===== src/pkg/bsc_pkg.sv =====
// constants, types and states shared by the boundary-scan port
// Function
// - tap state machine and instruction handling follow the boundary-scan standard
// - boundary tests are refused while a configuration load runs
// - instruction register is ten bits; controller shifts exactly ten per load
// - user signature is 32 bits: 7 from the design, 25 fixed
// - sample/preload snapshots pins without disturbing them and preloads a pattern
// - external test drives the pattern on outputs and captures the inputs
// - bypass puts a single-bit stage between serial input and output
// - user-signature instruction shifts the user signature out serially
// - identification instruction shifts the 32-bit identification value out
// - identification order is version, part number, maker code, constant bit
// - identification lsb reads one and leaves first
// - boundary register has 438 cells on the smallest variant, 1050 largest
// - reconfiguration instructions load configuration through the test port
package bsc_pkg;

   // -------------------------------------------------------------------
   // lengths
   // -------------------------------------------------------------------
   localparam int IR_LEN      = 10;
   localparam int DR_LEN      = 32;
   localparam int ID_VER_LEN  = 4;
   localparam int ID_PART_LEN = 16;
   localparam int ID_MFR_LEN  = 11;
   localparam int USER_LEN    = 7;
   localparam int USER_FIX_LEN = 25;
   localparam int BSR_LEN     = 438;
   localparam int BSR_LEN_MAX = 1050;

   // -------------------------------------------------------------------
   // instruction codes and fixed values
   // -------------------------------------------------------------------
   localparam logic [IR_LEN-1:0] INS_EXTEST    = 10'h000;
   localparam logic [IR_LEN-1:0] INS_CFG_START = 10'h002;
   localparam logic [IR_LEN-1:0] INS_CFG_DATA  = 10'h003;
   localparam logic [IR_LEN-1:0] INS_CFG_DONE  = 10'h004;
   localparam logic [IR_LEN-1:0] INS_SAMPLE    = 10'h005;
   localparam logic [IR_LEN-1:0] INS_IDCODE    = 10'h006;
   localparam logic [IR_LEN-1:0] INS_USERCODE  = 10'h007;
   localparam logic [IR_LEN-1:0] INS_BYPASS    = 10'h3FF;
   localparam logic [IR_LEN-1:0] IR_CAPTURE    = 10'h001;
   localparam logic [IR_LEN-1:0] IR_RESET_VAL  = INS_IDCODE;
   localparam logic [DR_LEN-1:0] DR_RESET_VAL  = 32'h0000_0000;

   // -------------------------------------------------------------------
   // types
   // -------------------------------------------------------------------
   typedef struct packed {
      logic tck;
      logic tms;
      logic tdi;
   } bsc_pins_s;

   typedef enum logic [3:0] {
      ST_TLR    = 4'hF,
      ST_RTI    = 4'hC,
      ST_SEL_DR = 4'h7,
      ST_CAP_DR = 4'h6,
      ST_SH_DR  = 4'h2,
      ST_EX1_DR = 4'h1,
      ST_PAU_DR = 4'h3,
      ST_EX2_DR = 4'h0,
      ST_UPD_DR = 4'h5,
      ST_SEL_IR = 4'h4,
      ST_CAP_IR = 4'hE,
      ST_SH_IR  = 4'hA,
      ST_EX1_IR = 4'h9,
      ST_PAU_IR = 4'hB,
      ST_EX2_IR = 4'h8,
      ST_UPD_IR = 4'hD
   } bsc_tap_e;

   typedef enum logic [2:0] {
      DR_BYPASS = 3'h0,
      DR_ID     = 3'h1,
      DR_USER   = 3'h2,
      DR_BSR    = 3'h3,
      DR_CFG    = 3'h4
   } bsc_dr_e;

endpackage


===== src/verilog/bsc_boundary_reg.sv =====
// boundary register: pin capture, shift path, update latch and pin drive
`timescale 1ns/1ps
module bsc_boundary_reg
   import bsc_pkg::*;
(
   // clock and reset
   input  wire logic               sys_clk,
   input  wire logic               rst_n,
   // capture, shift and update strobes, one cycle at a test clock rise; extest is a level, tdi the serial in
   input  wire logic               capture,
   input  wire logic               shift,
   input  wire logic               update,
   input  wire logic               extest,
   input  wire logic               tdi,
   // pins and core
   input  wire logic [BSR_LEN-1:0] pin_in,
   input  wire logic [BSR_LEN-1:0] core_out,
   output logic      [BSR_LEN-1:0] pin_out,
   // serial out
   output logic                    so
);

   typedef struct packed {
      logic [BSR_LEN-1:0] meta;
      logic [BSR_LEN-1:0] pins;
      logic [BSR_LEN-1:0] sh;
      logic [BSR_LEN-1:0] upd;
      logic [BSR_LEN-1:0] drv;
   } bsc_bsr_s;

   bsc_bsr_s r_q;
   bsc_bsr_s r_d;

   assign pin_out = r_q.drv;
   assign so      = r_q.sh[0];

   // -------------------------------------------------------------------
   // cells
   // -------------------------------------------------------------------
   always_comb
   begin
      r_d      = r_q;
      r_d.meta = pin_in;
      r_d.pins = r_q.meta;
      if (capture)
         r_d.sh = r_q.pins;
      else if (shift)
         r_d.sh = {tdi, r_q.sh[BSR_LEN-1:1]};
      if (update)
         r_d.upd = r_q.sh;
      r_d.drv = extest ? r_q.upd : core_out;
   end

   always_ff @(posedge sys_clk)
   begin
      if (!rst_n)
         r_q <= '0;
      else
         r_q <= r_d;
   end

endmodule


===== src/verilog/bsc_scan_port.sv =====
// boundary-scan port top: link sampling, instructions, data registers
`timescale 1ns/1ps
module bsc_scan_port
   import bsc_pkg::*;
#(
   // identification fields, values arbitrary
   parameter logic [ID_VER_LEN-1:0]   ID_VERSION  = 4'h3,
   parameter logic [ID_PART_LEN-1:0]  ID_PART     = 16'hA5C3,
   parameter logic [ID_MFR_LEN-1:0]   ID_MAKER    = 11'h2B5,
   // fixed user-signature bits, value arbitrary
   parameter logic [USER_FIX_LEN-1:0] USER_FIXED  = 25'h0123456
)
(
   // clock and reset
   input  wire logic               sys_clk,
   input  wire logic               rst_n,
   // scan link
   input  bsc_pins_s               scan_in,
   output logic                    tdo,
   output logic                    tdo_oe,
   // device pins and core
   input  wire logic [BSR_LEN-1:0] pin_in,
   input  wire logic [BSR_LEN-1:0] core_out,
   output logic      [BSR_LEN-1:0] pin_out,
   input  wire logic [USER_LEN-1:0] user_sig,
   // configuration stream
   output logic                    cfg_active,
   output logic                    cfg_bit,
   output logic                    cfg_strobe,
   // state
   output bsc_tap_e                tap_state
);

   // -------------------------------------------------------------------
   // state
   // -------------------------------------------------------------------
   typedef struct packed {
      bsc_pins_s         meta;
      bsc_pins_s         smp;
      logic              tck_prev;
      logic [IR_LEN-1:0] ir_sh;
      logic [IR_LEN-1:0] ir;
      logic [DR_LEN-1:0] dr;
      logic              tdo;
      logic              tdo_oe;
      logic              cfg_active;
      logic              cfg_bit;
      logic              cfg_strobe;
   } bsc_top_s;

   localparam bsc_top_s TOP_RESET = '{
      meta:       '0,
      smp:        '0,
      tck_prev:   1'b0,
      ir_sh:      '0,
      ir:         IR_RESET_VAL,
      dr:         DR_RESET_VAL,
      tdo:        1'b0,
      tdo_oe:     1'b0,
      cfg_active: 1'b0,
      cfg_bit:    1'b0,
      cfg_strobe: 1'b0
   };

   bsc_top_s r_q;
   bsc_top_s r_d;

   logic     tck_rise;
   logic     tck_fall;
   bsc_dr_e  dr_sel;
   logic     bsr_cap;
   logic     bsr_shift;
   logic     bsr_upd;
   logic     bsr_extest;
   logic     bsr_so;

   // -------------------------------------------------------------------
   // edges of the sampled test clock
   // -------------------------------------------------------------------
   assign tck_rise = r_q.smp.tck & ~r_q.tck_prev;
   assign tck_fall = ~r_q.smp.tck & r_q.tck_prev;

   // -------------------------------------------------------------------
   // data register selection
   // -------------------------------------------------------------------
   always_comb
   begin
      unique case (r_q.ir)
         INS_EXTEST,
         INS_SAMPLE:
            dr_sel = r_q.cfg_active ? DR_BYPASS : DR_BSR;
         INS_IDCODE:    dr_sel = DR_ID;
         INS_USERCODE:  dr_sel = DR_USER;
         INS_CFG_DATA:  dr_sel = DR_CFG;
         default:       dr_sel = DR_BYPASS;
      endcase
   end

   assign bsr_cap    = tck_rise && (tap_state == ST_CAP_DR) && (dr_sel == DR_BSR);
   assign bsr_shift  = tck_rise && (tap_state == ST_SH_DR) && (dr_sel == DR_BSR);
   assign bsr_upd    = tck_rise && (tap_state == ST_UPD_DR) && (dr_sel == DR_BSR);
   assign bsr_extest = (r_q.ir == INS_EXTEST) && !r_q.cfg_active;

   // -------------------------------------------------------------------
   // next state
   // -------------------------------------------------------------------
   always_comb
   begin
      r_d            = r_q;
      r_d.meta       = scan_in;
      r_d.smp        = r_q.meta;
      r_d.tck_prev   = r_q.smp.tck;
      r_d.cfg_strobe = 1'b0;

      if (tck_rise)
      begin
         unique case (tap_state)
            ST_TLR:
               r_d.ir = IR_RESET_VAL;
            ST_CAP_IR:
               r_d.ir_sh = IR_CAPTURE;
            ST_SH_IR:
               r_d.ir_sh = {r_q.smp.tdi, r_q.ir_sh[IR_LEN-1:1]};
            ST_UPD_IR:
            begin
               r_d.ir = r_q.ir_sh;
               if (r_q.ir_sh == INS_CFG_START)
                  r_d.cfg_active = 1'b1;
               else if (r_q.ir_sh == INS_CFG_DONE)
                  r_d.cfg_active = 1'b0;
            end
            ST_CAP_DR:
            begin
               unique case (dr_sel)
                  DR_ID:
                     r_d.dr = {ID_VERSION, ID_PART, ID_MAKER, 1'b1};
                  DR_USER:
                     r_d.dr = {USER_FIXED, user_sig};
                  DR_BSR:
                     r_d.dr = r_q.dr;
                  DR_BYPASS,
                  DR_CFG:
                     r_d.dr[0] = 1'b0;
               endcase
            end
            ST_SH_DR:
            begin
               unique case (dr_sel)
                  DR_ID,
                  DR_USER:
                     r_d.dr = {r_q.smp.tdi, r_q.dr[DR_LEN-1:1]};
                  DR_BSR:
                     r_d.dr = r_q.dr;
                  DR_BYPASS:
                     r_d.dr[0] = r_q.smp.tdi;
                  DR_CFG:
                  begin
                     r_d.dr[0]      = r_q.smp.tdi;
                     r_d.cfg_bit    = r_q.smp.tdi;
                     r_d.cfg_strobe = r_q.cfg_active;
                  end
               endcase
            end
            default:
               r_d.dr = r_q.dr;
         endcase
      end

      // output changes on the falling edge, controller samples on the rise
      if (tck_fall)
      begin
         if (tap_state == ST_SH_IR)
         begin
            r_d.tdo    = r_q.ir_sh[0];
            r_d.tdo_oe = 1'b1;
         end
         else if (tap_state == ST_SH_DR)
         begin
            r_d.tdo    = (dr_sel == DR_BSR) ? bsr_so : r_q.dr[0];
            r_d.tdo_oe = 1'b1;
         end
         else
         begin
            r_d.tdo_oe = 1'b0;
         end
      end
   end

   always_ff @(posedge sys_clk)
   begin
      if (!rst_n)
         r_q <= TOP_RESET;
      else
         r_q <= r_d;
   end

   // -------------------------------------------------------------------
   // outputs
   // -------------------------------------------------------------------
   assign tdo        = r_q.tdo;
   assign tdo_oe     = r_q.tdo_oe;
   assign cfg_active = r_q.cfg_active;
   assign cfg_bit    = r_q.cfg_bit;
   assign cfg_strobe = r_q.cfg_strobe;

   // -------------------------------------------------------------------
   // submodules
   // -------------------------------------------------------------------
   bsc_tap_ctrl u_tap (
      .sys_clk  (sys_clk),
      .rst_n    (rst_n),
      .tck_rise (tck_rise),
      .tms      (r_q.smp.tms),
      .state    (tap_state)
   );

   bsc_boundary_reg u_bsr (
      .sys_clk  (sys_clk),
      .rst_n    (rst_n),
      .capture  (bsr_cap),
      .shift    (bsr_shift),
      .update   (bsr_upd),
      .extest   (bsr_extest),
      .tdi      (r_q.smp.tdi),
      .pin_in   (pin_in),
      .core_out (core_out),
      .pin_out  (pin_out),
      .so       (bsr_so)
   );

endmodule


===== src/verilog/bsc_tap_ctrl.sv =====
// test access port state machine stepped on each test clock rise
`timescale 1ns/1ps
module bsc_tap_ctrl
   import bsc_pkg::*;
(
   // clock and reset
   input  wire logic     sys_clk,
   input  wire logic     rst_n,
   // sampled link
   input  wire logic     tck_rise,
   input  wire logic     tms,
   // state
   output bsc_tap_e      state
);

   typedef struct packed {
      bsc_tap_e st;
   } bsc_tap_s;

   bsc_tap_s r_q;
   bsc_tap_s r_d;

   assign state = r_q.st;

   // -------------------------------------------------------------------
   // next state
   // -------------------------------------------------------------------
   always_comb
   begin
      r_d = r_q;
      if (tck_rise)
      begin
         unique case (r_q.st)
            ST_TLR:    r_d.st = tms ? ST_TLR    : ST_RTI;
            ST_RTI:    r_d.st = tms ? ST_SEL_DR : ST_RTI;
            ST_SEL_DR: r_d.st = tms ? ST_SEL_IR : ST_CAP_DR;
            ST_CAP_DR: r_d.st = tms ? ST_EX1_DR : ST_SH_DR;
            ST_SH_DR:  r_d.st = tms ? ST_EX1_DR : ST_SH_DR;
            ST_EX1_DR: r_d.st = tms ? ST_UPD_DR : ST_PAU_DR;
            ST_PAU_DR: r_d.st = tms ? ST_EX2_DR : ST_PAU_DR;
            ST_EX2_DR: r_d.st = tms ? ST_UPD_DR : ST_SH_DR;
            ST_UPD_DR: r_d.st = tms ? ST_SEL_DR : ST_RTI;
            ST_SEL_IR: r_d.st = tms ? ST_TLR    : ST_CAP_IR;
            ST_CAP_IR: r_d.st = tms ? ST_EX1_IR : ST_SH_IR;
            ST_SH_IR:  r_d.st = tms ? ST_EX1_IR : ST_SH_IR;
            ST_EX1_IR: r_d.st = tms ? ST_UPD_IR : ST_PAU_IR;
            ST_PAU_IR: r_d.st = tms ? ST_EX2_IR : ST_PAU_IR;
            ST_EX2_IR: r_d.st = tms ? ST_UPD_IR : ST_SH_IR;
            ST_UPD_IR: r_d.st = tms ? ST_SEL_DR : ST_RTI;
         endcase
      end
   end

   always_ff @(posedge sys_clk)
   begin
      if (!rst_n)
         r_q <= '{st: ST_TLR};
      else
         r_q <= r_d;
   end

endmodule

===== config.mk =====
export PLATFORM = sky130hd
export DESIGN_NAME = bsc_scan_port
export DESIGN_NICKNAME = d
export VERILOG_FILES = /design/src/pkg/bsc_pkg.sv /design/src/verilog/bsc_boundary_reg.sv /design/src/verilog/bsc_scan_port.sv /design/src/verilog/bsc_tap_ctrl.sv
export SDC_FILE = /design/constraint.sdc
export NUM_CORES = 2
export LEC_CHECK = 0
export ABC_CLOCK_PERIOD_IN_PS = 2700
export BUFFER_PORTS_ARGS = -buffer_cell sky130_fd_sc_hd__buf_2
export CAP_MARGIN = 30
export CORE_AREA = 10 10 517 519
export CTS_CLUSTER_SIZE = 28
export DETAILED_ROUTE_END_ITERATION = 12
export DIE_AREA = 0 0 527 529
export PLACE_DENSITY = 0.55
export SLEW_MARGIN = 20
export SYNTH_ARGS = -nofsm -noshare
export SYNTH_HDL_FRONTEND = slang
export SYNTH_SLANG_ARGS = --single-unit

===== constraint.sdc =====
create_clock -name sys_clk -period 2.7 [get_ports sys_clk]
set_clock_uncertainty 0.15 [all_clocks]
set_input_delay 0.675 -clock sys_clk [delete_from_list [all_inputs] [get_ports sys_clk]]
set_output_delay 0.675 -clock sys_clk [all_outputs]
set_load 0.02 [all_outputs]

# After elaboration in Yosys (flattened, before gate mapping)
# Cells that the tools add are included.
# word_totals
reg_bits	2258
inputBits	888
wordCells	117
# classes
n_eq_ne	29
n_mux	31
bitwise_logic	4
reduce_logical	31
# op_table
op	count
2-to-1 mux 438 bit	3
one-hot mux 32 bit (2 select lines)	1
one-hot mux 31 bit (2 select lines)	1
one-hot mux 4 bit (12 select lines)	1
equality test 10 x 3 -> 1 bit, second input constant	4
one-hot mux 10 bit (2 select lines)	2
equality test 4 bit, second input constant	8
2-to-1 mux 31 bit	1
equality test 10 x 2 -> 1 bit, second input constant	2
equality test 4 x 3 -> 1 bit, second input constant	4
2-to-1 mux 2 bit	8
2-to-1 mux 3 bit	4
one-hot mux 3 bit (4 select lines)	1
AND reduction 4 bit	3
nonzero test 2 bit	6
zero test 10 bit	1
OR reduction 2 bit	5
equality test 4 x 2 -> 1 bit, second input constant	2
logical AND 1 bit	7
equality test 3 x 2 -> 1 bit, second input constant	2
2-to-1 mux 1 bit	6
AND reduction 2 bit	3
AND reduction 3 bit	2
equality test 4 x 1 -> 1 bit, second input constant	1
other kinds (14)	17

# Depth between registers and ports, before layout
# logic_depth
depth_word	7
mapped_depth	9
depth_no_buf	4

# Hierarchy
# A second synthesis with hierarchy kept.
# hier_totals
cells_unflattened	7386
hier_area_um2	86624.3
# by_module_without_submodules
mod	n_inst	cells_per_inst	area_per_inst_um2	seq_area_each_um2
bsc_boundary_reg	1	7057	83669.0	43842.0
bsc_scan_port	1	303	2732.6	1281.2
bsc_tap_ctrl	1	26	222.7	80.1

# Worst setup path after synthesis
# No wires, ideal clock.
# synth_timing
path_kind	reg-to-reg
from	reg u_tap.r_q, in the netlist u_tap.state[1]
to	reg r_q[5] (netlist name)
arrival_time_ns	2.094
t_required_ns	2.421
setup_slack_ns	0.327
path_stages_with_launch	7
path_buffers	2
synth_period_minus_slack_ns	2.373
path_cell_list	dfxtp_1 clkbuf_1 or4b_2 clkbuf_1 or4_1 mux2i_1 o211ai_1
# synth_between
elab_chain_len	3
elab_cells_between_ends	7
cone_classes	eq/ne: 4; mux: 1; reduce/logical: 2
# synth_rtl
element	line	rtl
from (decl)	bsc_tap_ctrl.sv:20	bsc_tap_s r_q;
from (signal assigned)	bsc_tap_ctrl.sv:57	r_q <= '{st: ST_TLR};
from (signal assigned)	bsc_tap_ctrl.sv:59	r_q <= r_d;
equality test 4 x 2 -> 1 bit or equality test 4 x 3 -> 1 bit (tied branches)	bsc_scan_port.sv:117	unique case (tap_state)
!= test 2 bit (no line) or nonzero test 2 bit (tied branches)	-	
AND reduction 4 bit (no line)	-	
to (signal assigned)	bsc_scan_port.sv:194	r_q <= r_d;
to (decl)	bsc_scan_port.sv:65	bsc_top_s r_q;
# Several ways; a longest one is shown, not always the timed one.
# A chain may end at the register's enable or synchronous reset.

# Worst setup path in the final report
# layout_timing
from	reg r_q[42] (netlist name)
to	reg u_bsr.r_q, in the netlist u_bsr.pin_out[272]
# layout_between
elab_chain_len	3
# layout_rtl
element	line	rtl
zero test 10 bit	bsc_scan_port.sv:102	assign bsr_extest = (r_q.ir == INS_EXTEST) && !r_q.cfg_active;
logical AND 1 bit	bsc_scan_port.sv:102	
2-to-1 mux 438 bit	bsc_boundary_reg.sv:51	r_d.drv = extest ? r_q.upd : core_out;
to (signal assigned)	bsc_boundary_reg.sv:59	r_q <= r_d;
to (decl)	bsc_boundary_reg.sv:31	bsc_bsr_s r_q;
# Every way passes these cells.

==> flow_metrics.py <==
metrics = {
    "hold_path": {
        "worstHoldStart": "pin_in[222]",
        "whs_path_depth": 2,
        "hold_end": "u_bsr.r_d[1536]",
        "hp-class": "input pin to register",
    },
    "sta": {
        "period_needed_ns": 2.646,
        "finalHoldViolations": 0,
        "finalSetupViolCount": 0,
        "max_slew_margin_pct": 41.21,
        "final.period_utilization_pct": 98.01,
        "finalMaxSlewViolations": 0,
        "grt_setup_unrepaired": "no",
        "maxClockFrequency_mhz": 377.9,
        "fin_tns_setup_ns": 0,
        "worst_slew_pin_slew_ns": 0.8818,
    },
    "grt": {
        "antenna_found_initial": 77,
        "grt_pass1_vias": 68570,
        "grt_first_pass_wirelength_mm": 464.3,
        "grt-ovfl-total": 0,
        "grt_usage_pct": 21.67,
        "grt_start_max_net_pins": 174,
    },
    "yosys": {
        "async_flop_share_pct": 0,
        "avgSynthCellArea_sq_um": 9.456,
        "synth_flop_cell": "dfxtp_1",
        "ys_top_cells_by_area": "dfxtp_1 (56%), a21oi_1 (8.4%), and2_1 (6.9%)",
        "synth_compound_area_share_pct": 15.70,
        "synth.cell_area_sq_um": 80800,
        "yosysSeqAreaShare_pct": 55.95,
        "yosys_register_bits": 2258,
        "synth_xor_area_share_pct": 0.01084,
        "yosysTopAreaCellShare_pct": 55.95,
        "muxShareOfSynthArea_pct": 5.451,
        "ys_warn_count": 0,
        "synth_nets": 9433,
        "synth_cells": 8545,
        "synthSimpleGateAreaFrac_pct": 14.64,
        "synth_top_family_by_area": "compound AO/OA/AOI/OAI gates",
        "synth.distinct_cells": 50,
        "synth-edff-count": 0,
        "yosys.area.top_type": "dfxtp_1",
        "synth-adder-area-share_pct": 0,
    },
    "critical_path": {
        "worstPathCellList": "or4_1 -> or4_4 -> buf_12 -> buf_4 -> nand2_1 -> a21oi_1",
        "crit_arrival_ns": 3.24,
        "cp.required_ns": 3.29,
        "path_class": "register to register",
        "cp_top_family": "simple AND/OR/NAND/NOR gates",
        "reg2reg_depth": 6,
        "rrSetupSlack_ns": 0.05,
        "critPathLaunch": "r_q[42]",
        "r2r_start": "r_q[42]",
        "timing.rr.end": "u_bsr.pin_out[272]",
        "crit_slowest_cell": "or4_4",
        "worst-path-buf-inv": 2,
        "end_kind": "register",
        "critPathLaunchType": "register",
        "critPathMaxFanout": 96,
        "cpPeakStageDelay_ns": 0.58,
    },
    "drt": {
        "dr.pass1.iters": 6,
        "ant_nets": 0,
        "drt-wirelength-per-cell_microns": 23.40,
        "vias": 67970,
        "avgViaCountPerCell": 4.951,
        "drc": 0,
        "drtIter0Drc": 5978,
        "wl_mm": 321.3,
    },
    "pwr": {
        "power_density_nw_per_um2": 693.2,
        "max-vdd-ir-drop_mv": 0.5951,
        "total_power_w": 0.07330,
        "p_leak_nw": 44.20,
    },
    "cts": {
        "clock_latency_ns": 0.90,
        "cts_made_buffers": 231,
        "htreeDepth": 4,
        "ctsRootBufferMaster": "clkbuf_16",
        "cts_sinks": 2258,
        "cts_tree": "yes",
        "clk_path_buf_depth": 3,
        "cts.clk_slew.worst_paths_ns": 0.06,
    },
    "layout": {
        "final_cell_mix": "dfxtp_1 (2256), a21oi_1 (1356), buf_2 (1333)",
        "syn2layout_area_growth_pct": 30.86,
        "drive_gt1_share_pct": 19.92,
        "fillCellCount": 24860,
        "fin_nets": 10990,
        "mostFrequentLayoutCell": "dfxtp_1",
    },
    "floorplan": {
        "boundaryPins": 1335,
        "row_count": 186,
        "start_util_pct": 31.53,
        "die_w_microns": 527,
        "core-area_sq_um": 256200,
        "fp.dieH_microns": 529,
        "dieArea_sq_um": 278800,
    },
    "outcome": {
        "status": "completed",
    },
    "placed_design": {
        "dp_hpwl_mm": 229.1,
        "gp_congestion": 0.9583,
        "io_buffers": 1334,
    },
    "job": {
        "drv_cap": 0,
    },
}
## power breakdown
part / internal [W] / switching (W) / leakage (nW)
sequential: 0.0343 / 0.000440 / 18.5
clock: 0.0189 / 0.0142 / 3.87
combinational: 0.00255 / 0.00290 / 21.8
total: 0.0558 / 0.0175 / 44.2
## final cells by class
cell class	instances	area (sq um)	share of cell area, %
diodes	49	122.6	0.1160
clock buffers	330	6645	6.285
repair buffers	2527	19240	18.20
well taps	3384	4234	4.005
multi-input cells	5075	28970	27.40
clock inverters	99	1269	1.200
inverters	7	33.78	0.03195
flip-flops and latches	2258	45210	42.76
## cells in the mapped netlist, types with 35 or more instances
master	number
nand2_1	899
mux2i_1	440
buf_2	165
o21ai_0	460
nand3_1	445
buf_4	438
buf_6	35
a211oi_1	444
dfxtp_1	2258
clkbuf_1	548
a21oi_1	1356
and2_1	885
## flip-flops by register name, summed over array words and instances, names as in the netlist, 4 cells and up
signal         count
u_bsr.r_q       1313
u_bsr.pin_out    438
u_bsr.r_d        438
r_q               55
r_d                4
u_tap.state        4
## worst reg2reg max path, cell delays in order (launching register included)
cell     delay [ns]
dfxtp_1        0.33
or4_1          0.54
or4_4          0.58
buf_12         0.21
buf_4          0.56
nand2_1        0.10
a21oi_1        0.07
## per-stage QoR
stage	hold slack [ns]	setup slack, ns	util [%]	cell area, sq um	std cells
final	0.05921	0.05372	41.26	105700	13730
after detailed placement	0.2669	0.04393	34.65	88790	12370
after CTS	0.0006718	0.01000	41.18	105500	13670
after global placement	0.2654	0.09881	34.65	88790	12370
after global routing	0.006556	0.01225	41.26	105700	13720
after floorplan	0.2619	0.3273	-	80800	8545
## timing repair
| action | 4_1_cts | 5_1_grt |
|---|---|---|
| gates resized for setup | 2 | 4 |
| hold buffers | 872 | 0 |
| endpoints found under the setup margin | 2 | 81 |
| pin swaps | 0 | 1 |
| setup buffers | 1 | 4 |
| hold endpoints to repair | 872 | 0 |
| gates cloned | 2 | 2 |
## routing by layer
| metal | global-route usage (%) | routed length, microns | up-vias |
|---|---|---|---|
| met2 | 33.93 | 141800 | 2705 |
| met1 | 27.78 | 137500 | 32800 |
| li1 | - | - | 31860 |
| met3 | 6.581 | 27670 | 584 |
| met5 | 0 | 141 | - |
| met4 | 8.859 | 14130 | 22 |
## worst max path at each step
stage	endpoint	slack, ns	depth (start not counted)
final	u_bsr.pin_out[272]	0.05	6
after floorplan	r_q[5]	0.33	6
after global placement	u_bsr.pin_out[113]	0.1	8
after CTS	pin_out[437]	0.01	1
after detailed placement	u_bsr.pin_out[201]	0.04	8
after global routing	tap_state[1]	0.01	2
## kinds of logic (layout without fill, tap and decap cells)
| family | count (synthesis) | count (layout) |
|---|---|---|
| flops | 2258 | 2258 |
| other cells | 0 | 49 |
| simple gates | 2339 | 2339 |
| compound gates | 2295 | 2295 |
| buf+inv | 1212 | 2963 |
| mux | 440 | 440 |
| xor+xnor | 1 | 1 |
No activity file was read; power rests on OpenSTA's default activity.
